$ cat src/pmi_pkg.sv
// Purpose: Shared constants and types of the power manager serial command port.
// Assumes: 100 MHz system clock; sub-address map as listed below.
// Notes: Status and mask bits sit at the same positions so they can be combined bit for bit.
package pmi_pkg;

    // ************************************************************
    // Timing
    // ************************************************************
    localparam int CLK_FREQ_HZ = 100_000_000;
    localparam int BUS_MAX_KHZ = 400;
    localparam int HARD_RESET_COMMAND_TIME_MS = 1000;
    localparam int HARD_RESET_COMMAND_CYCLES = (CLK_FREQ_HZ / 1000) * HARD_RESET_COMMAND_TIME_MS;
    localparam int HARD_RESET_COMMAND_CNT_W = 27;

    // ************************************************************
    // Bus addresses and sub-address map
    // ************************************************************
    localparam logic [7:0] DEV_WRITE_ADDR = 8'h78;
    localparam logic [7:0] DEV_READ_ADDR = 8'h79;
    localparam int NUM_CMD_REGS = 22;
    localparam logic [7:0] CMD_FIRST_ADDR = 8'h01;
    localparam logic [7:0] CMD_LAST_ADDR = 8'h16;
    localparam logic [7:0] MASK_ADDR = 8'h16;
    localparam logic [7:0] STATUS_ADDR = 8'h17;
    localparam logic [7:0] CLEAR_ADDR = 8'h18;
    localparam logic [7:0] HARD_RESET_COMMAND_ADDR = 8'h19;
    localparam logic [7:0] CMD_RESET_VALUE = 8'h00;

    // ************************************************************
    // Interrupt status and mask fields
    // ************************************************************
    localparam int IRQ_HARD_RESET_COMMAND_BIT = 1;
    localparam int IRQ_PG_TMO_BIT = 2;
    localparam int IRQ_UV_WARN_BIT = 3;
    localparam int IRQ_UV_FAULT_BIT = 4;
    localparam int IRQ_OT_WARN_BIT = 5;
    localparam int IRQ_OT_FAULT_BIT = 6;
    localparam logic [7:0] MASK_FIELD = 8'h7C;
    localparam logic [7:0] STATUS_FIELD = 8'h7E;
    localparam logic [7:0] MASK_RESET_VALUE = 8'h00;
    localparam logic [7:0] STATUS_RESET_VALUE = 8'h00;

    // ************************************************************
    // Synchroniser layout
    // ************************************************************
    localparam int SYNC_W = 9;
    localparam int SYNC_SCL = 0;
    localparam int SYNC_SDA = 1;
    localparam int SYNC_LSUP = 2;
    localparam int SYNC_PWR = 3;
    localparam int SYNC_EV_LO = 4;
    localparam int NUM_EVENTS = 5;

    typedef enum logic [2:0] {
        PMI_IDLE,
        PMI_RX,
        PMI_ACK,
        PMI_TX,
        PMI_TX_ACK,
        PMI_IGNORE
    } pmi_port_state_type;

    typedef enum logic [1:0] {
        PMI_K_ADDR,
        PMI_K_SUB,
        PMI_K_DATA
    } pmi_byte_kind_type;

    typedef enum logic [1:0] {
        PMI_CS_ACTIVE,
        PMI_CS_STANDBY,
        PMI_CS_HARD_RESET_COMMAND_TIMER,
        PMI_CS_POR
    } pmi_ctrl_state_type;

endpackage

$ cat src/pmi_sync_filter.sv
// Purpose: Three-stage synchroniser with agreement filter for one asynchronous input.
// Assumes: Input is unrelated to sys_clk.
// Notes: The output only moves when the second and third stages agree.
`timescale 1ns/10ps
`default_nettype none
module pmi_sync_filter #(
    parameter logic RESET_VALUE = 1'b0
) (
    input wire logic sys_clk,
    input wire logic rstn,
    input wire logic raw,
    output logic stable
);
    import pmi_pkg::*;

    typedef struct packed {
        logic ff1;
        logic ff2;
        logic ff3;
        logic stable;
    } pmi_sync_type;

    pmi_sync_type r;
    pmi_sync_type next_r;

    always_comb begin
        next_r = r;
        next_r.ff1 = raw;
        next_r.ff2 = r.ff1;
        next_r.ff3 = r.ff2;
        if (r.ff2 == r.ff3) begin
            next_r.stable = r.ff3;
        end
    end

    always_ff @(posedge sys_clk or negedge rstn) begin
        if (!rstn) begin
            r <= {RESET_VALUE, RESET_VALUE, RESET_VALUE, RESET_VALUE};
        end else begin
            r <= next_r;
        end
    end

    assign stable = r.stable;

endmodule // pmi_sync_filter
`default_nettype wire

$ cat src/pmi_command_port.sv
// Purpose: Two-wire slave command port with buffered command registers, interrupt status, mask and hard reset.
// Assumes: SCL and SDA are sampled by sys_clk through filtered synchronisers; fault inputs are levels.
// Notes: Open-drain pins are split into output and output enable, with an input for SDA only; the enable means pull low.
`timescale 1ns/10ps
`default_nettype none
module pmi_command_port #(
    parameter int HARD_RESET_COMMAND_TIMER_CYCLES = pmi_pkg::HARD_RESET_COMMAND_CYCLES
) (
    input wire logic sys_clk,
    input wire logic rstn,
    input wire logic scl_in,
    input wire logic sda_in,
    output logic sda_out,
    output logic sda_oe,
    output logic irq_out,
    output logic irq_oe,
    input wire logic logic_supply_low,
    input wire logic power_on,
    input wire logic power_good_pin_timeout,
    input wire logic uv_warning,
    input wire logic uv_fault,
    input wire logic ot_warning,
    input wire logic ot_fault,
    output logic [pmi_pkg::NUM_CMD_REGS*8-1:0] command_set,
    output pmi_pkg::pmi_ctrl_state_type controller_state
);
    import pmi_pkg::*;

    // ************************************************************
    // Input synchronisers
    // ************************************************************
    logic [SYNC_W-1:0] raw_in;
    logic [SYNC_W-1:0] sync_in;

    assign raw_in = {ot_fault, ot_warning, uv_fault, uv_warning, power_good_pin_timeout,
                     power_on, logic_supply_low, sda_in, scl_in};

    genvar gi;
    generate
        for (gi = 0; gi < SYNC_W; gi++) begin : g_sync
            pmi_sync_filter #(
                .RESET_VALUE((gi == SYNC_SCL || gi == SYNC_SDA) ? 1'b1 : 1'b0)
            ) u_sync (
                .sys_clk(sys_clk),
                .rstn(rstn),
                .raw(raw_in[gi]),
                .stable(sync_in[gi])
            );
        end
    endgenerate

    // ************************************************************
    // State
    // ************************************************************
    typedef struct packed {
        pmi_port_state_type port;
        pmi_byte_kind_type kind;
        logic [2:0] bit_cnt;
        logic byte_done;
        logic [7:0] shift;
        logic [7:0] pointer;
        logic is_read;
        logic dirty;
        logic clear_pending;
        logic hard_reset_command_pending;
        logic scl_prev;
        logic sda_prev;
        logic [NUM_CMD_REGS-1:0][7:0] shadow;
        logic [NUM_CMD_REGS-1:0][7:0] applied;
        logic [7:0] status;
        logic [NUM_EVENTS-1:0] ev_prev;
        pmi_ctrl_state_type ctrl;
        logic [HARD_RESET_COMMAND_CNT_W-1:0] hard_reset_command_cnt;
        logic sda_oe;
        logic sda_out;
        logic irq_oe;
        logic irq_out;
    } pmi_port_type;

    pmi_port_type r;
    pmi_port_type next_r;

    logic scl_s;
    logic sda_s;
    logic scl_rise;
    logic scl_fall;
    logic start_seen;
    logic stop_seen;
    logic [NUM_EVENTS-1:0] ev_level;
    logic [NUM_EVENTS-1:0] ev_rise;
    logic [7:0] read_value;
    logic [7:0] cmd_index;
    logic [7:0] mask_applied;
    logic [7:0] set_bits;

    localparam logic [HARD_RESET_COMMAND_CNT_W-1:0] HARD_RESET_COMMAND_LAST = HARD_RESET_COMMAND_CNT_W'(HARD_RESET_COMMAND_TIMER_CYCLES - 1);

    assign scl_s = sync_in[SYNC_SCL];
    assign sda_s = sync_in[SYNC_SDA];
    // Filtered edges keep short bus glitches from being seen as clocks, within 400kHz timing.
    assign scl_rise = scl_s && !r.scl_prev;
    assign scl_fall = !scl_s && r.scl_prev;
    assign start_seen = scl_s && r.scl_prev && r.sda_prev && !sda_s;
    assign stop_seen = scl_s && r.scl_prev && !r.sda_prev && sda_s;
    assign ev_level = sync_in[SYNC_EV_LO +: NUM_EVENTS];
    assign ev_rise = ev_level & ~r.ev_prev;
    assign cmd_index = r.pointer - CMD_FIRST_ADDR;
    assign mask_applied = r.applied[MASK_ADDR - CMD_FIRST_ADDR] & MASK_FIELD;

    // ************************************************************
    // Read data selection
    // ************************************************************
    always_comb begin
        read_value = 8'h00;
        if (r.pointer >= CMD_FIRST_ADDR && r.pointer <= CMD_LAST_ADDR) begin
            read_value = r.shadow[cmd_index[4:0]];
            if (r.pointer == MASK_ADDR) begin
                read_value = r.shadow[cmd_index[4:0]] & MASK_FIELD;
            end
        end else if (r.pointer == STATUS_ADDR) begin
            read_value = r.status & STATUS_FIELD;
        end
    end

    // ************************************************************
    // Next state
    // ************************************************************
    always_comb begin
        next_r = r;
        set_bits = 8'h00;
        next_r.scl_prev = scl_s;
        next_r.sda_prev = sda_s;
        next_r.ev_prev = ev_level;
        next_r.sda_out = 1'b0;
        next_r.irq_out = 1'b0;

        // Serial port bit engine.
        if (start_seen) begin
            // A repeated START keeps buffered writes and pending commands.
            next_r.port = PMI_RX;
            next_r.kind = PMI_K_ADDR;
            next_r.bit_cnt = 3'd0;
            next_r.byte_done = 1'b0;
            next_r.sda_oe = 1'b0;
        end else if (stop_seen) begin
            next_r.port = PMI_IDLE;
            next_r.sda_oe = 1'b0;
            if (r.dirty) begin
                next_r.applied = r.shadow;
                next_r.dirty = 1'b0;
            end
            next_r.clear_pending = 1'b0;
            next_r.hard_reset_command_pending = 1'b0;
        end else begin
            unique case (r.port)
                PMI_IDLE, PMI_IGNORE: begin
                    next_r.sda_oe = 1'b0;
                end
                PMI_RX: begin
                    if (scl_rise) begin
                        next_r.shift = {r.shift[6:0], sda_s};
                        next_r.bit_cnt = r.bit_cnt + 3'd1;
                        next_r.byte_done = (r.bit_cnt == 3'd7);
                    end else if (scl_fall && r.byte_done) begin
                        next_r.byte_done = 1'b0;
                        next_r.port = PMI_ACK;
                        next_r.sda_oe = 1'b1;
                        unique case (r.kind)
                            PMI_K_ADDR: begin
                                if (r.shift == DEV_WRITE_ADDR) begin
                                    next_r.is_read = 1'b0;
                                    next_r.kind = PMI_K_SUB;
                                end else if (r.shift == DEV_READ_ADDR) begin
                                    next_r.is_read = 1'b1;
                                end else begin
                                    next_r.port = PMI_IGNORE;
                                    next_r.sda_oe = 1'b0;
                                end
                            end
                            PMI_K_SUB: begin
                                next_r.pointer = r.shift;
                                next_r.kind = PMI_K_DATA;
                                if (r.shift == CLEAR_ADDR) begin
                                    next_r.clear_pending = 1'b1;
                                end
                                if (r.shift == HARD_RESET_COMMAND_ADDR) begin
                                    next_r.hard_reset_command_pending = 1'b1;
                                end
                            end
                            PMI_K_DATA: begin
                                // Each data byte is acknowledged; the next byte is a new pointer.
                                next_r.kind = PMI_K_SUB;
                                if (r.pointer >= CMD_FIRST_ADDR && r.pointer <= CMD_LAST_ADDR) begin
                                    next_r.shadow[cmd_index[4:0]] = r.shift;
                                    next_r.dirty = 1'b1;
                                end
                            end
                            default: begin
                                next_r.port = PMI_IGNORE;
                                next_r.sda_oe = 1'b0;
                            end
                        endcase
                    end
                end
                PMI_ACK: begin
                    if (scl_fall) begin
                        next_r.bit_cnt = 3'd0;
                        if (r.is_read) begin
                            next_r.port = PMI_TX;
                            next_r.shift = read_value;
                            next_r.sda_oe = !read_value[7];
                        end else begin
                            next_r.port = PMI_RX;
                            next_r.sda_oe = 1'b0;
                        end
                    end
                end
                PMI_TX: begin
                    if (scl_rise) begin
                        next_r.bit_cnt = r.bit_cnt + 3'd1;
                        next_r.byte_done = (r.bit_cnt == 3'd7);
                    end else if (scl_fall) begin
                        if (r.byte_done) begin
                            next_r.byte_done = 1'b0;
                            next_r.port = PMI_TX_ACK;
                            next_r.sda_oe = 1'b0;
                        end else begin
                            next_r.shift = {r.shift[6:0], 1'b0};
                            next_r.sda_oe = !r.shift[6];
                        end
                    end
                end
                PMI_TX_ACK: begin
                    // The master's answer is not examined, so a missing ack has no effect.
                    if (scl_fall) begin
                        next_r.port = PMI_IGNORE;
                    end
                end
                default: begin
                    next_r.port = PMI_IDLE;
                    next_r.sda_oe = 1'b0;
                end
            endcase
        end

        // Event latching: a masked event still sets its status bit.
        set_bits[IRQ_OT_FAULT_BIT:IRQ_PG_TMO_BIT] = ev_rise;

        // Commands carried by pointer alone act at STOP with the rest of the write.
        if (stop_seen && r.hard_reset_command_pending) begin
            next_r.shadow = {NUM_CMD_REGS{CMD_RESET_VALUE}};
            next_r.applied = {NUM_CMD_REGS{CMD_RESET_VALUE}};
            next_r.dirty = 1'b0;
            set_bits[IRQ_HARD_RESET_COMMAND_BIT] = 1'b1;
        end

        // Status survives hard reset and shutdown; only the clear command empties it.
        // A new event in the clearing cycle wins over the clear.
        if (stop_seen && r.clear_pending) begin
            next_r.status = STATUS_RESET_VALUE | set_bits;
        end else begin
            next_r.status = r.status | set_bits;
        end

        // State controller: faults act whatever the mask says.
        if (stop_seen && r.hard_reset_command_pending) begin
            next_r.ctrl = PMI_CS_HARD_RESET_COMMAND_TIMER;
            next_r.hard_reset_command_cnt = '0;
        end else begin
            unique case (r.ctrl)
                PMI_CS_ACTIVE: begin
                    if (ev_rise[IRQ_UV_FAULT_BIT - IRQ_PG_TMO_BIT] || ev_rise[IRQ_OT_FAULT_BIT - IRQ_PG_TMO_BIT]) begin
                        next_r.ctrl = PMI_CS_STANDBY;
                    end
                end
                PMI_CS_HARD_RESET_COMMAND_TIMER: begin
                    if (r.hard_reset_command_cnt == HARD_RESET_COMMAND_LAST) begin
                        next_r.ctrl = PMI_CS_POR;
                    end else begin
                        next_r.hard_reset_command_cnt = r.hard_reset_command_cnt + 1'b1;
                    end
                end
                PMI_CS_STANDBY, PMI_CS_POR: begin
                    if (sync_in[SYNC_PWR] && !ev_level[IRQ_UV_FAULT_BIT - IRQ_PG_TMO_BIT]
                        && !ev_level[IRQ_OT_FAULT_BIT - IRQ_PG_TMO_BIT]) begin
                        next_r.ctrl = PMI_CS_ACTIVE;
                    end
                end
            endcase
        end

        // Low logic supply wipes the port and the command registers but not the status.
        if (sync_in[SYNC_LSUP]) begin
            next_r.port = PMI_IDLE;
            next_r.kind = PMI_K_ADDR;
            next_r.bit_cnt = 3'd0;
            next_r.byte_done = 1'b0;
            next_r.pointer = 8'h00;
            next_r.is_read = 1'b0;
            next_r.dirty = 1'b0;
            next_r.clear_pending = 1'b0;
            next_r.hard_reset_command_pending = 1'b0;
            next_r.sda_oe = 1'b0;
            next_r.shadow = {NUM_CMD_REGS{CMD_RESET_VALUE}};
            next_r.applied = {NUM_CMD_REGS{CMD_RESET_VALUE}};
        end

        // Pin pulls low for any latched bit whose mask bit is clear.
        next_r.irq_oe = |(next_r.status & STATUS_FIELD & ~mask_applied);
    end

    always_ff @(posedge sys_clk or negedge rstn) begin
        if (!rstn) begin
            r <= '{port: PMI_IDLE, kind: PMI_K_ADDR, bit_cnt: 3'd0, byte_done: 1'b0, shift: 8'h00,
                   pointer: 8'h00, is_read: 1'b0, dirty: 1'b0, clear_pending: 1'b0,
                   hard_reset_command_pending: 1'b0, scl_prev: 1'b1, sda_prev: 1'b1,
                   shadow: {NUM_CMD_REGS{CMD_RESET_VALUE}}, applied: {NUM_CMD_REGS{CMD_RESET_VALUE}},
                   status: STATUS_RESET_VALUE, ev_prev: '0, ctrl: PMI_CS_POR, hard_reset_command_cnt: '0,
                   sda_oe: 1'b0, sda_out: 1'b0, irq_oe: 1'b0, irq_out: 1'b0};
        end else begin
            r <= next_r;
        end
    end

    // ************************************************************
    // Outputs
    // ************************************************************
    assign sda_out = r.sda_out;
    assign sda_oe = r.sda_oe;
    assign irq_out = r.irq_out;
    assign irq_oe = r.irq_oe;
    assign command_set = r.applied;
    assign controller_state = r.ctrl;

endmodule // pmi_command_port
`default_nettype wire

$ cat config.mk
export PLATFORM = sky130hd
export DESIGN_NAME = pmi_command_port
export DESIGN_NICKNAME = d
export VERILOG_FILES = /design/src/pmi_pkg.sv /design/src/pmi_sync_filter.sv /design/src/pmi_command_port.sv
export SDC_FILE = /design/constraint.sdc
export NUM_CORES = 1
export LEC_CHECK = 0
export ABC_AREA = 1
export BUFFER_PORTS_ARGS = -buffer_cell sky130_fd_sc_hd__buf_2
export CORE_MARGIN = 1.5
export CORE_UTILIZATION = 45
export CTS_CLUSTER_DIAMETER = 40
export DETAILED_ROUTE_END_ITERATION = 16
export HOLD_SLACK_MARGIN = 0.08
export PLACE_DENSITY = 0.63
export REMOVE_ABC_BUFFERS = 1
export SLEW_MARGIN = 20
export SYNTH_ARGS = -nofsm -noshare
export SYNTH_HDL_FRONTEND = slang
export SYNTH_HIERARCHICAL = 1
export SYNTH_SLANG_ARGS = --single-unit
export TNS_END_PERCENT = 10
$ cat constraint.sdc
create_clock -name sys_clk -period 3.8 [get_ports sys_clk]
set_input_delay 0 -clock sys_clk [delete_from_list [all_inputs] [get_ports sys_clk]]
set_output_delay 0 -clock sys_clk [all_outputs]
set_load 0.01 [all_outputs]
==> impl_metrics.ini, run 1 <==
[status]
outcome = complete, no violations

[grt]
antenna_found_initial = 0
grt.busiest_layer = met2
grt_first_pass_wirelength_um = 103200
grt_util_met1_pct = 33.94
grt_usage_pct = 24.42
met3_usage_pct = 4.134
globalRouteOverflowTotal = 0
grt_max_degree = 141
met2_usage_pct = 37.63
grt_pass1_vias = 18618

[clock_tree]
clk_pin_slew_worst_paths_ns = 0.06
cts.path.max_buffers = 3
post_cts.repair.setup_buffers = 0
htreeDepth = 3
cts-root-buf = clkbuf_16
clock_latency_ns = 0.61
cts_buffers = 68
cts_resized = 0
clock-sinks = 461
cts_tree = yes

[power]
peakVddDrop_uv = 440.1
clock_power_share_pct = 38.4
swShare_pct = 36.39
p_int_mw = 11.02
p_leak_nw = 12.96
pwr-share-comb_pct = 27.6
power_switching_mw = 6.302
seq_power_share_pct = 34.1
p_total_mw = 17.32
cellPowerDensity_nw_per_um2 = 661.5

[worst_hold_path]
hp-class = input pin to async pin

[die]
ioPinCount = 193
initial_core_util_pct = 45.63
die_h_um = 231.3
die_w_um = 231.3
core_um2 = 51410
rows = 83
die_area_um2 = 53510

[yosys]
synth_area_leaders = dfrtp_1 (48%), nand2_1 (11%), nand3_1 (10%)
synth-seq-area-share_pct = 49.24
avgSynthCellArea_um2 = 8.153
synth_edf_count = 0
synth_largest_area_cell = dfrtp_1
synth_common_cells = nand2_1 (717), nand3_1 (490), dfrtp_1 (449)
ys_seq_elements = 461
yosysMostFrequentCell = nand2_1
synth-main-ff-cell = dfrtp_1
synthArstFlopShare_pct = 100.0
synth.cell_area_um2 = 23460
synth_warnings = 6
synth_top_area_share_pct = 47.90
synthesis.instances = 2877
synth.distinct_cells = 50

[finish]
num-nets-final = 2900
final_cell_count_no_fill = 3609
layout-drive-gt1-share_pct = 16.52
multi_input_area_um2 = 8517
layout.area.seq_um2 = 11550
final_util_pct = 50.93
area_growth_pct = 11.61
fillCellCount = 4901
diodes = 0
final_area_um2 = 26180

[sta]
setup_viol = 0
fmax_mhz = 329.0
worst_pin_slew_ns = 0.9526
final_hold_viol_count = 0
relSlewSlack_pct = 36.49
rsz0062_at_grt = no
worst_slack_ns = 0.7609
fin_skew_ns = 0.03732
slew_viol_final = 0
finalCritPeriodShare_pct = 79.98
min_period_ns = 3.039

[routing]
firstDrtPassIters = 6
post-route-drc-count = 0
vias = 19203
routedWlPerCell_um = 17.94
via_per_inst = 5.321
drt_wl_total_um = 64760
final_antenna_net_count = 0
first_iter_violations = 1956

[worst_setup_path]
critPathLaunch = r[404]
r2r_slack_ns = 0.76
critPathMaxFanout = 22
worst-r2r-cell-count = 13
arrival_ns = 3.53
rr_startpoint = r[404]
cp-end-kind = flop
cp-start-kind = flop
cp.required_ns = 4.29
crit_path_end = r[232]
crit_type = flop to flop
r2r_end = r[232]

[place]
dp_hpwl_um = 43690
gp_congestion = 0.9310
port_buffers = 190
placed_area_um2 = 23570
place_inst = 3469
pre_cts_ws_ns = 0.7916

[run]
max_cap_violations = 0
[power groups by stage]
stage | sequential, mW | clock [mW] | combinational, mW
finish | 5.90 | 6.64 | 4.77
global route | 5.96 | 6.97 | 5.21
CTS | 5.89 | 6.76 | 4.70
detailed placement | 5.97 | 0 | 4.67
global placement | 5.96 | 0 | 4.61
floorplan | 5.93 | 0 | 2.74
[cells in the final DEF (no fill, tap or decap), types with 7 or more instances in the layout]
| cell type | instances |
|---|---|
| dlygate4sd3_1 | 18 |
| nor3_1 | 17 |
| o21ai_4 | 20 |
| nor2_1 | 76 |
| nand3_1 | 490 |
| buf_12 | 11 |
| clkinv_2 | 7 |
| a21oi_1 | 50 |
| xor2_1 | 7 |
| clkbuf_1 | 8 |
| nor2_2 | 9 |
| buf_2 | 189 |
| dfrtp_1 | 448 |
| or2_2 | 10 |
| o21ai_1 | 62 |
| clkbuf_8 | 8 |
| nand2_2 | 36 |
| clkbuf_16 | 73 |
| o21ai_0 | 182 |
| inv_1 | 295 |
| bufinv_16 | 9 |
| nand4_1 | 33 |
| ha_1 | 12 |
| nand2_1 | 717 |
| inv_2 | 26 |
| dfstp_2 | 12 |
| buf_4 | 31 |
| clkinvlp_4 | 11 |
[cell type report]
| type | count | share of cell area [%] |
|---|---|---|
| clock inverter | 33 | 1.749 |
| sequential | 461 | 44.13 |
| multi-input combinational | 1768 | 32.53 |
| inverter | 328 | 4.741 |
| timing repair buffer | 250 | 6.089 |
| tap | 680 | 3.250 |
| clock buffer | 89 | 7.513 |
[flip-flops by register name, summed over array words and instances (netlist names)]
| name | flops |
|---|---|
| g_sync.u_sync/r | 9 |
| r | 245 |
| sda_oe | 1 |
| controller_state | 2 |
| command_set | 176 |
| g_sync.u_sync/stable | 9 |
| g_sync.u_sync/next_r | 18 |
| irq_oe | 1 |
[logic make-up (layout without fill, tap and decap cells)]
| logic type | after synthesis | after routing | share of synthesized area [%] |
|---|---|---|---|
| and+or+nand+nor | 1406 | 1406 | 26.64 |
| DFF | 461 | 461 | 49.24 |
| buffers and inverters | 649 | 700 | 14.50 |
| AOI/OAI and AO/OA | 337 | 337 | 8.476 |
| xor gates and xnor gates | 11 | 11 | 0.4908 |
| adders and majority gates | 12 | 12 | 0.6401 |
| other | 1 | 2 | 0.01599 |
[metrics by stage]
| stage | setup TNS (ns) | hold WS, ns |
|---|---|---|
| finish | 0 | 0.09011 |
| global route | 0 | 0.09260 |
| CTS | 0 | 0.08230 |
| detailed placement | 0 | 0.1104 |
| global placement | 0 | 0.1086 |
| floorplan | -565.94 | -0.2956 |
[critical path, cell delays in order (launching register included)]
cell and delay (ns):
dfrtp_2 0.42, inv_2 0.29, ha_1 0.43, nand2_2 0.09, nor2_2 0.13, nand2_1 0.07, nand2_1 0.33, nand2_1 0.19
nor2_2 0.29, nand2_1 0.16, inv_2 0.19, o21ai_2 0.14, nand2_1 0.11, nand2_1 0.07
[layer usage]
| metal | routed length (um) | share of wire, % | vias up |
|---|---|---|---|
| li1 | - | - | 9081 |
| met1 | 28670 | 44 | 9300 |
| met2 | 29740 | 46 | 677 |
| met3 | 4171 | 6.4 | 145 |
| met4 | 2186 | 3.4 | 0 |
| met5 | 0 | 0 | - |
[repair_timing]
item | 4_1_cts | 5_1_grt
hold buffers | 18 | 0
endpoints found under the hold margin | 115 | 0
setup endpoints to repair | 0 | 0
[worst min-delay path by stage]
stage | start | end | slack (ns) | cells after the start
2_1_floorplan | rstn | command_set[0] | -0.30 | 0
3_3_place_gp | uv_warning | g_sync[5].u_sync/next_r[2] | 0.11 | 1
3_5_place_dp | uv_fault | g_sync[6].u_sync/next_r[2] | 0.11 | 1
4_1_cts | sda_in | g_sync[1].u_sync/next_r[2] | 0.08 | 2
5_1_grt | sda_in | g_sync[1].u_sync/next_r[2] | 0.09 | 2
6_report | rstn | r[421] | 0.09 | 2
No activity file was read; power rests on OpenSTA's default activity.
==> run 2: changes to the inputs <==
==> constraint.sdc (replaced) <==
create_clock -name sys_clk -period 3 [get_ports sys_clk]
set_input_delay 0 -clock sys_clk [delete_from_list [all_inputs] [get_ports sys_clk]]
set_output_delay 0 -clock sys_clk [all_outputs]
set_load 0.01 [all_outputs]
==> impl_metrics.ini, run 2 (same netlist as run 1, synthesis figures left out) <==
[status]
outcome = complete, no violations

[sta]
rsz0062_at_grt = no
finalCritPeriodShare_pct = 91.08
fmax_mhz = 366.0
final_hold_viol_count = 0
worst_slack_ns = 0.2677
fin_skew_ns = 0.02328
setup_viol = 0
worst_pin_slew_ns = 0.6989
min_period_ns = 2.732
relSlewSlack_pct = 53.41
slew_viol_final = 0

[worst_hold_path]
hp-class = flop to flop
hold_depth = 0
holdPathEnd = g_sync[7].u_sync/next_r[1]
timing.hold.worst.start = g_sync[7].u_sync/next_r[2]

[routing]
highest_layer = met4
routedWlPerCell_um = 18.22
met1_length_um = 29230
post-route-drc-count = 0
routed-wl-met3_um = 4347
drt_wl_total_um = 66400
vias = 19378
via_per_inst = 5.316
firstDrtPassIters = 5
first_iter_violations = 1768
met2_length_um = 31090
final_antenna_net_count = 0

[clock_tree]
cts-root-buf = clkbuf_16
cts_buffers = 73
clock_latency_ns = 0.60
cts_resized = 0
post_cts.repair.setup_buffers = 0
htreeDepth = 3
cts.path.max_buffers = 3
cts_tree = yes
clock-sinks = 461
hold_buffers = 21
clk_pin_slew_worst_paths_ns = 0.05

[die]
ioPinCount = 193
core_um2 = 51410
die_h_um = 231.3
die_w_um = 231.3
rows = 83
initial_core_util_pct = 45.63
die_area_um2 = 53510

[worst_setup_path]
critPathMaxFanout = 71
cp-end-kind = flop
cp_slowest_cell = buf_4
cp-start-kind = flop
worst-r2r-cell-count = 9
critical_path.max_stage_delay_ns = 0.55
rr_startpoint = r[398]
cp.required_ns = 3.50
crit_chain = inv_1, nand3_2, nor2_1, inv_2, nand2_2, inv_4, buf_4, nand3_1, o21ai_0
crit_type = flop to flop
arrival_ns = 3.23
r2r_end = command_set[117]
r2r_slack_ns = 0.27

[grt]
grt_usage_pct = 24.85
globalRouteOverflowTotal = 0
grt_pass1_vias = 18864
grt_first_pass_wirelength_um = 105100
grt_max_degree = 157
antenna_found_initial = 0

[finish]
final_common_cell = nand2_1
largest_reg_flops = 245
final_util_pct = 51.70
area_growth_pct = 13.30
num-nets-final = 2930
final_cell_mix = nand2_1 (717), nand3_1 (490), dfrtp_1 (448), inv_1 (295), buf_2 (189)
top_register = r
diodes = 0
layout-drive-gt1-share_pct = 17.47

[place]
dp_hpwl_um = 44940
port_buffers = 190
pre_cts_ws_ns = 0.3151
gp_congestion = 0.9002

[power]
cellPowerDensity_nw_per_um2 = 845.3
clock_power_share_pct = 39.0
seq_power_share_pct = 33.4
p_int_mw = 14.21
peakVddDrop_uv = 469.2
power_switching_mw = 8.261
pwr-share-comb_pct = 27.7
swShare_pct = 36.77
p_leak_nw = 13.18

[run]
max_cap_violations = 0
run 2: stage by stage:
stage               power (mW)  cells  hold WS, ns  TNS (ns)  area (um2)
finish                   22.47   3645       0.3475         0       26580
floorplan                10.98   2557      -0.2956   -855.54       21300
global route             23.47   3645       0.3513         0       26580
global placement         13.56   3491      0.09230         0       23790
detailed placement       13.64   3491      0.09838         0       23790
CTS                      22.49   3645       0.3484         0       26580
run 2: layer usage:
layer  global-route usage (%)  vias to the layer above
met3                    3.629                      124
li1                         -                     9156
met1                    34.69                     9355
met2                    39.37                      743
met5                        0                        -
met4                    8.926                        0
run 2: area by class of cell:
type / instances / area [um2]
fillers: 4881 / 24830
flip-flops and latches: 461 / 11550
multi-input cells: 1768 / 8514
clock buffers: 90 / 2013
repair buffers: 275 / 1857
inverters: 328 / 1241
well taps: 680 / 850.8
clock inverters: 43 / 548.0
run 2: worst max-delay path by stage:
stage                                        from               end  slack, ns  cells after the start
after floorplan           g_sync[0].u_sync/stable    command_set[0]      -2.72                      9
after global placement                     r[398]  command_set[117]       0.33                      9
after detailed placement                   r[398]  command_set[117]       0.32                      9
after CTS                                  r[398]  command_set[117]       0.26                      9
after global routing                       r[398]  command_set[117]       0.06                      9
final                                      r[398]  command_set[117]       0.27                      9
run 2: critical path: cells and delay by family (launching register included):
family	cells	cell delay [ns]
buf+inv	4	1.06
simple gates	4	0.87
flops	1	0.51
compound gates	1	0.15
run 2: power groups by stage:
stage	sequential [mW]	combinational, mW	clock, mW
after global placement	7.57	5.99	0
after floorplan	7.51	3.47	0
after CTS	7.48	6.11	8.90
final	7.49	6.22	8.75
after detailed placement	7.58	6.06	0
after global routing	7.56	6.73	9.18
